--- src/core/ccm_pkg.sv ---
// package: strap codes, mode enum and multiplier constants for clock mode select
package ccm_pkg;
  localparam logic [2:0] CCM_STRAP_X4     = 3'h7;
  localparam logic [2:0] CCM_STRAP_X3     = 3'h6;
  localparam logic [2:0] CCM_STRAP_X8     = 3'h5;
  localparam logic [2:0] CCM_STRAP_X5     = 3'h4;
  localparam logic [2:0] CCM_STRAP_DIRECT = 3'h3;
  localparam logic [2:0] CCM_STRAP_X10    = 3'h2;
  localparam logic [2:0] CCM_STRAP_DIV2   = 3'h1;
  localparam logic [2:0] CCM_STRAP_RSVD   = 3'h0;
  localparam logic [2:0] CCM_STRAP_DEFAULT = CCM_STRAP_X4;

  localparam logic [3:0] CCM_MUL_1  = 4'h1;
  localparam logic [3:0] CCM_MUL_3  = 4'h3;
  localparam logic [3:0] CCM_MUL_4  = 4'h4;
  localparam logic [3:0] CCM_MUL_5  = 4'h5;
  localparam logic [3:0] CCM_MUL_8  = 4'h8;
  localparam logic [3:0] CCM_MUL_10 = 4'hA;
  localparam logic [3:0] CCM_MUL_0  = 4'h0;

  typedef enum logic [2:0] {
    CCM_MODE_PLL,
    CCM_MODE_DIRECT,
    CCM_MODE_PRESCALE,
    CCM_MODE_INVALID
  } ccm_mode_t;
endpackage

--- src/core/ccm_edge_gen.sv ---
// half-period tick generator: one toggle and edge pulse per clock
`timescale 1ns/100ps
`default_nettype none
module ccm_edge_gen
  import ccm_pkg::*;
#(
  parameter int CNT_W = 16
)(
  input  wire logic             clk,
  input  wire logic             rst_b,
  input  wire logic             run,
  output logic                  cpu_clk_level,
  output logic                  rise_pulse,
  output logic                  fall_pulse,
  output logic [CNT_W-1:0]      half_period_count
);
  // ----------------------------------------------------------
  // half-period timing
  // ----------------------------------------------------------
  // each rising clk edge is one half_clock_period of the modelled cpu clock
  always_ff @(posedge clk)
  begin
    if (!rst_b)
      cpu_clk_level <= 1'b0;
    else if (run)
      cpu_clk_level <= ~cpu_clk_level;
  end

  always_ff @(posedge clk)
  begin
    if (!rst_b)
      half_period_count <= '0;
    else if (run)
      half_period_count <= half_period_count + 1'b1;
  end

  // both edges usable as triggers
  assign rise_pulse = run && !cpu_clk_level;
  assign fall_pulse = run && cpu_clk_level;
endmodule
`default_nettype wire

--- src/core/ccm_top.sv ---
// top: strap-sampled cpu clock mode selection
// Operation
// - mode taken from three straps during reset
// - codes 111/110/101/100/010 select pll multiples
// - code 011 direct drive, multiply by one
// - code 001 prescaler divides input by two
// - oscillator amplifier off only in direct drive
// - both cpu clock edges trigger operations
// - half-period is the basic timing unit
`timescale 1ns/100ps
`default_nettype none
module ccm_top
  import ccm_pkg::*;
#(
  parameter int CNT_W = 16
)(
  input  wire logic             clk,
  input  wire logic             rst_b,
  input  wire logic [2:0]       clock_mode_strap_pins,
  output logic [2:0]            clock_mode_strap_field,
  output ccm_mode_t             mode,
  output logic [3:0]            pll_multiplier,
  output logic                  pll_enable,
  output logic                  prescale_div2,
  output logic                  osc_amp_enable,
  output logic                  mode_invalid,
  output logic                  cpu_clk_level,
  output logic                  rise_pulse,
  output logic                  fall_pulse,
  output logic [CNT_W-1:0]      half_clock_period
);
  logic [2:0] next_strap;
  logic       in_reset;
  ccm_mode_t  next_mode;
  logic [3:0] next_mul;
  logic       run_edges;

  // ----------------------------------------------------------
  // strap capture
  // ----------------------------------------------------------
  // sampling every cycle in reset keeps the last level before release
  assign next_strap = clock_mode_strap_pins;

  always_ff @(posedge clk)
  begin
    if (!rst_b)
      clock_mode_strap_field <= next_strap;
  end                                          // held otherwise

  always_ff @(posedge clk)
  begin
    in_reset <= !rst_b;
  end

  // ----------------------------------------------------------
  // decode
  // ----------------------------------------------------------
  always_comb
  begin
    next_mode = CCM_MODE_PLL;
    next_mul  = CCM_MUL_0;
    unique case (clock_mode_strap_field)
      CCM_STRAP_X4:     next_mul = CCM_MUL_4;
      CCM_STRAP_X3:     next_mul = CCM_MUL_3;
      CCM_STRAP_X8:     next_mul = CCM_MUL_8;
      CCM_STRAP_X5:     next_mul = CCM_MUL_5;
      CCM_STRAP_X10:    next_mul = CCM_MUL_10;
      CCM_STRAP_DIRECT:
      begin
        next_mode = CCM_MODE_DIRECT;
        next_mul  = CCM_MUL_1;
      end
      CCM_STRAP_DIV2:   next_mode = CCM_MODE_PRESCALE;
      CCM_STRAP_RSVD:   next_mode = CCM_MODE_INVALID;
    endcase
  end

  // registered outputs; mode reloads next_mode every cycle outside reset
  always_ff @(posedge clk)
  begin
    if (!rst_b)
    begin
      mode           <= CCM_MODE_PLL;
      pll_multiplier <= CCM_MUL_0;
    end
    else
    begin
      mode           <= next_mode;
      pll_multiplier <= next_mul;
    end
  end

  assign pll_enable     = rst_b && !in_reset && (mode == CCM_MODE_PLL);
  assign prescale_div2  = rst_b && (mode == CCM_MODE_PRESCALE);
  // amp needed for crystal in every mode but direct drive
  assign osc_amp_enable = !(rst_b && mode == CCM_MODE_DIRECT);
  assign mode_invalid   = rst_b && (mode == CCM_MODE_INVALID);

  // ----------------------------------------------------------
  // half-period engine
  // ----------------------------------------------------------
  // no clock runs while reset or on a reserved code
  // decode, not mode, gates it: the mode register still holds its
  // reset value on the first edge, which would let one edge slip
  assign run_edges = rst_b && (next_mode != CCM_MODE_INVALID);

  ccm_edge_gen #(
    .CNT_W (CNT_W)
  ) u_edge (
    .clk               (clk),
    .rst_b             (rst_b),
    .run               (run_edges),
    .cpu_clk_level     (cpu_clk_level),
    .rise_pulse        (rise_pulse),
    .fall_pulse        (fall_pulse),
    .half_period_count (half_clock_period)
  );
endmodule
`default_nettype wire

--- config.mk ---
export PLATFORM = sky130hd
export DESIGN_NAME = ccm_top
export DESIGN_NICKNAME = d
export VERILOG_FILES = /design/src/core/ccm_pkg.sv /design/src/core/ccm_edge_gen.sv /design/src/core/ccm_top.sv
export SDC_FILE = /design/constraint.sdc
export NUM_CORES = 1
export LEC_CHECK = 0
export BUFFER_PORTS_ARGS = -buffer_cell sky130_fd_sc_hd__buf_2
export CORE_MARGIN = 2
export CORE_UTILIZATION = 45
export CTS_CLUSTER_SIZE = 28
export DETAILED_ROUTE_END_ITERATION = 8
export PLACE_DENSITY_LB_ADDON = 0.25
export SLEW_MARGIN = 20
export SYNTH_ARGS = -nofsm -noshare
export SYNTH_HDL_FRONTEND = slang
export SYNTH_SLANG_ARGS = --single-unit
--- constraint.sdc ---
create_clock -name clk -period 2.5 [get_ports clk]
set_clock_uncertainty 0.15 [all_clocks]
set_input_delay 0.125 -clock clk [delete_from_list [all_inputs] [get_ports clk]]
set_output_delay 0.125 -clock clk [all_outputs]
set_load 0.03 [all_outputs]
# [Word level (Yosys, flattened, before mapping)]
# Cells that the tools add are included.
[totals] latch_bits=0 ff_bits=28 in_bits=5 rom_bits=0 mem_count=0 ram_bits=0
[classes] bitwise=1 addsub=1 n_shift=0 n_div=0 muxes=2 n_eq_ne=11 n_lt_le_gt_ge=0 reduce_logical=14 n_mul=0
[op_table] cell="one-hot mux 4 bit (6 select lines)" count=1
[op_table] cell="adder 16 x 1 -> 16 bit, second input constant" count=1
[op_table] cell="equality test 3 x 2 -> 1 bit, second input constant" count=4
[op_table] cell="equality test 3 bit, second input constant" count=4
[op_table] cell="logical AND 1 bit" count=8
[op_table] cell="equality test 3 x 1 -> 1 bit, second input constant" count=2
[op_table] cell="zero test 3 bit" count=2
[op_table] cell="one-hot mux 2 bit (3 select lines)" count=1
[op_table] cell="zero test 1 bit" count=4
[op_table] cell="!= test 3 x 2 -> 1 bit, second input constant" count=1
[op_table] cell="inverter 1 bit" count=1

# [Longest topological paths before layout]
# Gate-level depths: netlist of run 1.
[depth] depth_word=5 mapped_depth=6

# [Modules after synthesis]
# From an unflattened synthesis of run 1, not the netlist that was laid out.
[unflattened] hier_cells=119 area_unflattened_um2=1157.4
[modules_own_cells] module="ccm_edge_gen" instances=1 area_each_um2=783.3 cells_each=86 seq_area_each_um2=340.3
[modules_own_cells] module="ccm_top" instances=1 area_each_um2=374.1 cells_each=33 seq_area_each_um2=230.2

# [Least setup slack after synthesis of run 1]
# Ideal clock, no wire load.
[synth_path] kind="reg2reg" startpoint="register clock_mode_strap_field[0]" endpoint="register u_edge.half_period_count[12]" stages_incl_launch_ff=6 setup_ns=0.070 path_slack_ns=0.444 t_required_ns=2.280 path_buffers=1 arrival_ns=1.836 period_less_slack_ns=2.056 cell_sequence="edfxtp_1 > buf_2 > o31ai_1 > or4_4 > or3_1 > a21oi_1"
[synth_via] elab_chain_cells=4 word_cells_on_any_way=6
[synth_rtl] element="start, declared" line_no="ccm_top.sv:20" source="output logic [2:0] clock_mode_strap_field,"
[synth_rtl] element="start signal, assigned" line_no="ccm_top.sv:47" source="clock_mode_strap_field <= next_strap;"
[synth_rtl] element="equality test 3 x 1 -> 1 bit (tied with other cells)" line_no="ccm_top.sv:62" source="unique case (clock_mode_strap_field)"
[synth_rtl] element="one-hot mux 2 bit (3 select lines) *" line_no="ccm_top.sv:62"
[synth_rtl] element="!= test 3 x 2 -> 1 bit *" line_no="ccm_top.sv:105" source="assign run_edges = rst_b && (next_mode != CCM_MODE_INVALID);"
[synth_rtl] element="logical AND 1 bit *" line_no="ccm_top.sv:105"
[synth_rtl] element="end signal, assigned" line_no="ccm_edge_gen.sv:34" source="half_period_count <= half_period_count + 1'b1;"
[synth_rtl] element="end, declared" line_no="ccm_edge_gen.sv:15" source="output logic [CNT_W-1:0] half_period_count"
# Mark *: on every way between the ends. The rest lies on a longest branch, timed or not.
# A chain may end at the register's enable or synchronous reset.

# [Worst setup path after layout of run 1]
[layout_path] startpoint="register clock_mode_strap_field[0]" endpoint="output port fall_pulse"
[layout_via] elab_chain_cells=5 word_cells_on_any_way=7
[layout_rtl] element="equality test 3 x 1 -> 1 bit (tied with other cells)" line_no="ccm_top.sv:62"
[layout_rtl] element="one-hot mux 2 bit (3 select lines) *" line_no="ccm_top.sv:62"
[layout_rtl] element="!= test 3 x 2 -> 1 bit *" line_no="ccm_top.sv:105"
[layout_rtl] element="logical AND 1 bit *" line_no="ccm_top.sv:105"
[layout_rtl] element="logical AND 1 bit *" line_no="ccm_edge_gen.sv:39" source="assign fall_pulse = run && cpu_clk_level;"
[layout_rtl] element="end, declared" line_no="ccm_top.sv:29" source="output logic fall_pulse,"
# Marks and branches as above.

==> results of run 1 <==
==> through the flow <==
step	util [%]	worst slack (ps)	total power [mW]	hold slack (ps)
finish	57.22	444.9	0.7944	346.2
global route	57.22	307.5	0.8373	342.8
CTS	57.22	432.2	0.8043	348.2
detailed placement	54.41	521.6	0.6123	154.6
global placement	54.41	596.7	0.6086	152.6
floorplan	-	443.9	0.5781	73.87
==> state kept, by name, summed over array words and instances (netlist names) <==
name	cells
clock_mode_strap_field	3
in_reset	1
mode	2
pll_multiplier	4
u_edge.cpu_clk_level	1
u_edge.half_period_count	16
==> layer usage <==
metal  vias to the layer above  routed length (um)  GRT usage, %
li1                        492                   -             -
met4                         0                  13         4.701
met5                         -                   0             0
met1                       453                1020         22.30
met3                         2                 115         5.833
met2                        29                1212         29.67
==> synth_stat cells, drive strengths merged (3+ instances only) <==
library cell	n
nand3	3
dfxtp	24
and3	3
nor2	12
buf	3
inv	3
nand2	9
nor3	3
clkbuf	3
xnor2	8
edfxtp	3
or3	7
o21ai	6
nand4	3
a21oi	9
==> layout by cell type, fill, tap and decap left out, types with 3 or more instances in the layout <==
master         count
nand4_1            3
nand3_1            3
clkbuf_4           3
xnor2_1            8
edfxtp_1           3
o21ai_0            6
nand2_1            9
a21oi_1            9
or3_1              7
dlygate4sd3_1      4
nor3_1             3
buf_2             36
inv_1              3
and3_1             3
dfxtp_1           24
nor2_1            12
==> worst max-delay path by stage <==
stage,endpoint,cells after the start
floorplan,u_edge.half_period_count[12],5
global placement,u_edge.half_period_count[11],4
detailed placement,u_edge.half_period_count[14],4
CTS,fall_pulse,3
global route,pll_enable,5
finish,fall_pulse,3
==> worst register-to-register path, cell delays in order (launching register included) <==
cell and delay [ps]:
edfxtp_1 540, o31ai_1 170, or4_4 580, or3_1 330, a21oi_1 150
==> kinds of logic (layout without fill, tap and decap cells) <==
logic type	count (synthesis)	in the layout
AOI/OAI and AO/OA	16	16
buffers and inverters	9	48
adders and majority gates	1	1
DFF	27	27
other	1	1
and+or+nand+nor	55	55
muxes	1	1
xor gates and xnor gates	10	10
==> what timing repair did <==
action / in CTS / in global routing
setup endpoints to repair: 0 / 0
hold endpoints to repair: 6 / 0
hold buffers: 4 / 0
==> power groups by stage <==
| stage | clock network [mW] | logic [mW] | registers (mW) |
|---|---|---|---|
| final | 0.187 | 0.128 | 0.479 |
| after global routing | 0.214 | 0.140 | 0.483 |
| after CTS | 0.196 | 0.129 | 0.479 |
| after detailed placement | 0 | 0.123 | 0.489 |
| after global placement | 0 | 0.122 | 0.487 |
| after floorplan | 0 | 0.0596 | 0.518 |
==> cell type report <==
cell class | count | area [sq um] | share of cell area [%]
sequential | 27 | 570.5 | 41.38
multi-input combinational | 84 | 504.2 | 36.57
timing repair buffer | 41 | 227.7 | 16.52
tap | 30 | 37.54 | 2.722
clock buffer | 3 | 22.52 | 1.633
inverter | 3 | 11.26 | 0.8167
clock inverter | 1 | 5.005 | 0.3630
==> impl_metrics.ini, run 1 <==
[floorplanning]
initial_utilization_pct = 46.26
design.die.area_sq_um = 2892
design.portCount = 38
num_rows = 18
dieWidth_um = 53.78
placeable_core_region_sq_um = 2410
floorplan.die.height_um = 53.78

[logic_synthesis]
largest_family_of_logic_cells_by_synthesized_area = simple AND/OR/NAND/NOR gates
yosys.area_share.adder_pct = 1.122
ys_top_cells_by_area = dfxtp_1, edfxtp_1, xnor2_1
post_synthesis_cell_area_sq_um = 1115
synth_xor_area_share_pct = 7.856
synth_compound_gate_area_share_pct = 7.407
mux_contribution_to_synthesized_area_pct = 1.010
synth_ff_type = dfxtp_1
async_reset_ff_share_pct = 0
synthesis_stage_register_bit_count = 27
postSynthCellCount = 120
yosysTopAreaCell = dfxtp_1
synth-edff-count = 3
ys_seq_area_share_pct = 51.18
synthesis.nets = 126
yosys.cell_types.count = 30
synth.top_cell.area_share_pct = 43.10
yosys.area_share.simple_pct = 27.50
ys.warnings.count = 0
syn_avg_cell_area_sq_um = 9.290

[clocking]
clkTransAtPathRegs_ps = 150
ctsResizeCount = 0
num_cts_buffers = 3
clock-root-buffer = clkbuf_4
worst_skew_pair.late_latency_ps = 330
cts_tree = yes
clock_sinks = 27
htree_levels = 1
clock_path_buffers = 2
post-cts-setup-buffer-count = 0

[sta]
hold_viol_final = 0
final_cycle_utilization_of_the_critical_path_pct = 82.20
worst_pin_slew_ps = 781.5
slew_headroom_pct = 47.85
final-setup-viol-count = 0
totalNegativeSetupSlack_ps = 0
grt_setup_unrepaired = no
final_max_slew_viol_count = 0
post-route-min-period_ps = 2055
fmaxAchievable_mhz = 486.6

[global_routing]
grt_util_all_layers_pct = 17.92
gr-total-overflow = 0
vias_in_the_first_global_route = 859
grt_antenna_before_repair = 0
global_route_wire_length_before_repair_mm = 3.732
grt_start_max_net_pins = 27

[power]
clock_power_share_pct = 23.6
p_leak_nw = 0.5732
pwr-share-seq_pct = 60.3
combPwrFrac_pct = 16.1
power.density_cell_area_nw_per_um2 = 576.2
vdd.ir_drop.worst_v = 0.0005186
cellInternalPower_mw = 0.5620
p_sw_mw = 0.2325
sw_frac_of_total_pct = 29.26

[setup_path]
path_buf_inv = 1
critical-path-slowest-cell = edfxtp_1
critical_path.reg2reg.startpoint = clock_mode_strap_field[0]
end_kind = output port
worstReg2RegEnd = u_edge.half_period_count[14]
sort_of_element_at_the_start_of_the_critical_path = register
critical_path_arrival_ps = 1780
critical_path.top_delay_family = simple AND/OR/NAND/NOR gates
worstPathMaxFanout = 10
sequence_of_cells_on_the_critical_path = or3_1, and3_1, buf_2
startpoint = clock_mode_strap_field[0]
path_class = register to output port
timing.critical_path.required_ps = 2230
worstRegToRegCells = 4
reg2reg_slack_ps = 520
worst_path_largest_cell_delay_ps = 550

[layout]
syn2layout_area_growth_pct = 23.68
final_cell_count_no_fill = 189
finalInstanceArea_sq_um = 1379
nNetsFinal = 166
fillers = 234
n_antenna_cell = 0
drive_above_1_share_pct = 28.93

[routing]
detail_route.wl_per_cell_um = 12.50
drt_iter0_markers = 14
postRouteWirelength_mm = 2.362
drc_errors = 0
detail_route.vias_per_cell = 5.164
detail-route-antenna-nets = 0
dr.pass1.iters = 4
vias = 976

[placement]
hpwl_mm = 1.643
gpl.final_weighted_congestion = 0.8087
buffer_ports.inserted = 36
cell_count_after_placement = 181
placedInstanceArea_sq_um = 1311

[hold_path]
worst_hold_startpoint = u_edge.half_period_count[15]
min_path_type = register to register
hold_end = u_edge.half_period_count[15]
holdPathStages = 2

[run]
drv_cap = 0

[outcome]
status = finished clean
Power figures use the tool's default switching activity.
==> inputs of run 2 (changes only) <==
--- a/config.mk
+++ b/config.mk
@@ -7,7 +7,7 @@
 export LEC_CHECK = 0
 export BUFFER_PORTS_ARGS = -buffer_cell sky130_fd_sc_hd__buf_2
 export CORE_MARGIN = 2
-export CORE_UTILIZATION = 45
+export CORE_UTILIZATION = 43
 export CTS_CLUSTER_SIZE = 28
 export DETAILED_ROUTE_END_ITERATION = 8
 export PLACE_DENSITY_LB_ADDON = 0.25
==> constraint.sdc (replaced) <==
create_clock -name clk -period 1.7 [get_ports clk]
set_clock_uncertainty 0.15 [all_clocks]
set_input_delay 0.085 -clock clk [delete_from_list [all_inputs] [get_ports clk]]
set_output_delay 0.085 -clock clk [all_outputs]
set_load 0.03 [all_outputs]
==> run 2 against run 1 <==
The flow now finishes with violations (negative setup slack). Worst hold slack worse by 220 ps. Wire length increased by 22%. Global-route usage grew 0.59 points. Critical endpoint is now u_edge.half_period_count[15]. Highest routed layer unchanged.
==> impl_metrics.ini, run 2 (synthesis gave the netlist of run 1 again) <==
[power]
power.total_mw = 1.264
p_leak_nw = 0.7515
power.density_cell_area_nw_per_um2 = 722.6
vdd.ir_drop.worst_v = 0.0007115

[layout]
mostFrequentLayoutCell = buf_2
final_cell_count_no_fill = 220
largest_register_ff_count = 16
syn2layout_area_growth_pct = 56.90
reg_top3 = u_edge.half_period_count: 16 flops, pll_multiplier: 4 flops, clock_mode_strap_field: 3 flops
nNetsFinal = 197
most-common-layout-cells = buf_2, buf_4, dfxtp_1
drive_above_1_share_pct = 52.11
largest-register = u_edge.half_period_count
n_antenna_cell = 0

[global_routing]
globalRouteMet2Util_pct = 31.55
gr-total-overflow = 0
globalRoute.busiestLayer = met2
grt.met1_usage_pct = 21.33
grt_antenna_before_repair = 0
grt_start_max_net_pins = 15
grt_util_all_layers_pct = 18.51
groute.layer.met3.usage_pct = 5.914
global_route_wire_length_before_repair_mm = 3.836
vias_in_the_first_global_route = 888

[sta]
final_cycle_utilization_of_the_critical_path_pct = 106.7
final.setup.worst_slack_ps = -113.6
post-route-min-period_ps = 1814
grt_setup_unrepaired = yes
hold_viol_final = 0
final_max_slew_viol_count = 0
fmaxAchievable_mhz = 551.4
final-setup-viol-count = 7

[placement]
buffer_ports.inserted = 36
hpwl_mm = 1.825
cell_count_after_placement = 199
gpl.final_weighted_congestion = 0.6991

[setup_path]
critical-path-slowest-cell = or4_4
critical_path.reg2reg.startpoint = u_edge.half_period_count[1]
critical_path_arrival_ps = 1940
path_class = register to register
timing.critical_path.required_ps = 1820
worst_path_largest_cell_delay_ps = 570
end_kind = register
startpoint = u_edge.half_period_count[1]
sequence_of_cells_on_the_critical_path = buf_6, nand3_4, or4_4, or3_1, a21oi_1
worstPathMaxFanout = 5
sort_of_element_at_the_start_of_the_critical_path = register

[clocking]
clock_path_buffers = 2
htree_levels = 1
cts_tree = yes
worst_skew_pair.late_latency_ps = 330
num_cts_buffers = 3
clock-root-buffer = clkbuf_4
clock_sinks = 27
clkTransAtPathRegs_ps = 130

[routing]
dr.pass1.iters = 4
detail_route.vias_per_cell = 5.123
drt_iter0_markers = 28
vias = 1127
drc_errors = 0
detail_route.wl_per_cell_um = 13.09
postRouteWirelength_mm = 2.879
detail-route-antenna-nets = 0

[hold_path]
worst_hold_startpoint = rst_b
min_path_type = input port to register

[floorplanning]
num_rows = 18
floorplan.die.height_um = 54.92
dieWidth_um = 54.92
design.die.area_sq_um = 3016
design.portCount = 38
initial_utilization_pct = 45.00
placeable_core_region_sq_um = 2477

[run]
drv_cap = 0

[outcome]
status = finished, violations left
violations = negative setup slack
-- run 2: what timing repair did --
item                                    in CTS  in global routing
hold buffers                                 4                  0
gates cloned                                 0                  0
gates resized for setup                      5                 21
pin swaps                                    6                  9
endpoints found under the setup margin       6                  9
setup buffers                                8                  5
hold endpoints to repair                     6                  0
-- run 2: path summary, 6_finish.rpt --
path,slack (ps),depth (start not counted),end
worst min-delay path,130,5,u_edge.half_period_count[14]
worst min register to register,360,2,u_edge.half_period_count[15]
worst max register to register,-110,5,u_edge.half_period_count[15]
worst max-delay path,-110,5,u_edge.half_period_count[15]
-- run 2: layout make-up --
class / count / area (sq um)
Inverter: 3 / 11.26
Fill cell: 191 / 728.2
Sequential cell: 27 / 588.1
Multi-Input combinational cell: 84 / 601.8
Clock buffer: 4 / 26.28
Timing Repair Buffer: 72 / 484.2
Tap cell: 30 / 37.54
-- run 2: stage by stage --
step / cell area (sq um) / util (%) / setup slack (ps) / hold WS, ps / TNS (ps)
after floorplan: 1165 / - / -157.0 / 33.87 / -1447
after global placement: 1474 / 59.49 / -67.23 / 113.5 / -128.8
after detailed placement: 1474 / 59.49 / -149.5 / 116.2 / -260.3
after CTS: 1624 / 65.56 / -106.8 / 134.7 / -551.5
after global routing: 1749 / 70.61 / -170.5 / 129.5 / -1048
final: 1749 / 70.61 / -113.6 / 130.5 / -488.0
-- run 2: critical path: cells and delay by family, from the launching register on --
| family | cells | cell delay [ps] |
|---|---|---|
| simple gates | 3 | 990 |
| flops | 1 | 390 |
| compound gates | 1 | 120 |
| buf+inv | 1 | 110 |
-- run 2: report_power, final --
| part | internal, mW | switching [mW] | leakage, nW |
|---|---|---|---|
| combinational | 0.126 | 0.163 | 0.506 |
| clock | 0.0923 | 0.182 | 0.0150 |
| sequential | 0.675 | 0.0255 | 0.230 |
| total | 0.894 | 0.370 | 0.751 |
-- run 2: per-layer routing --
metal / up-vias / share of wire [%]
met5: - / 0
met4: 0 / 1.9
met3: 7 / 6.4
met2: 41 / 49
met1: 522 / 42
li1: 557 / -
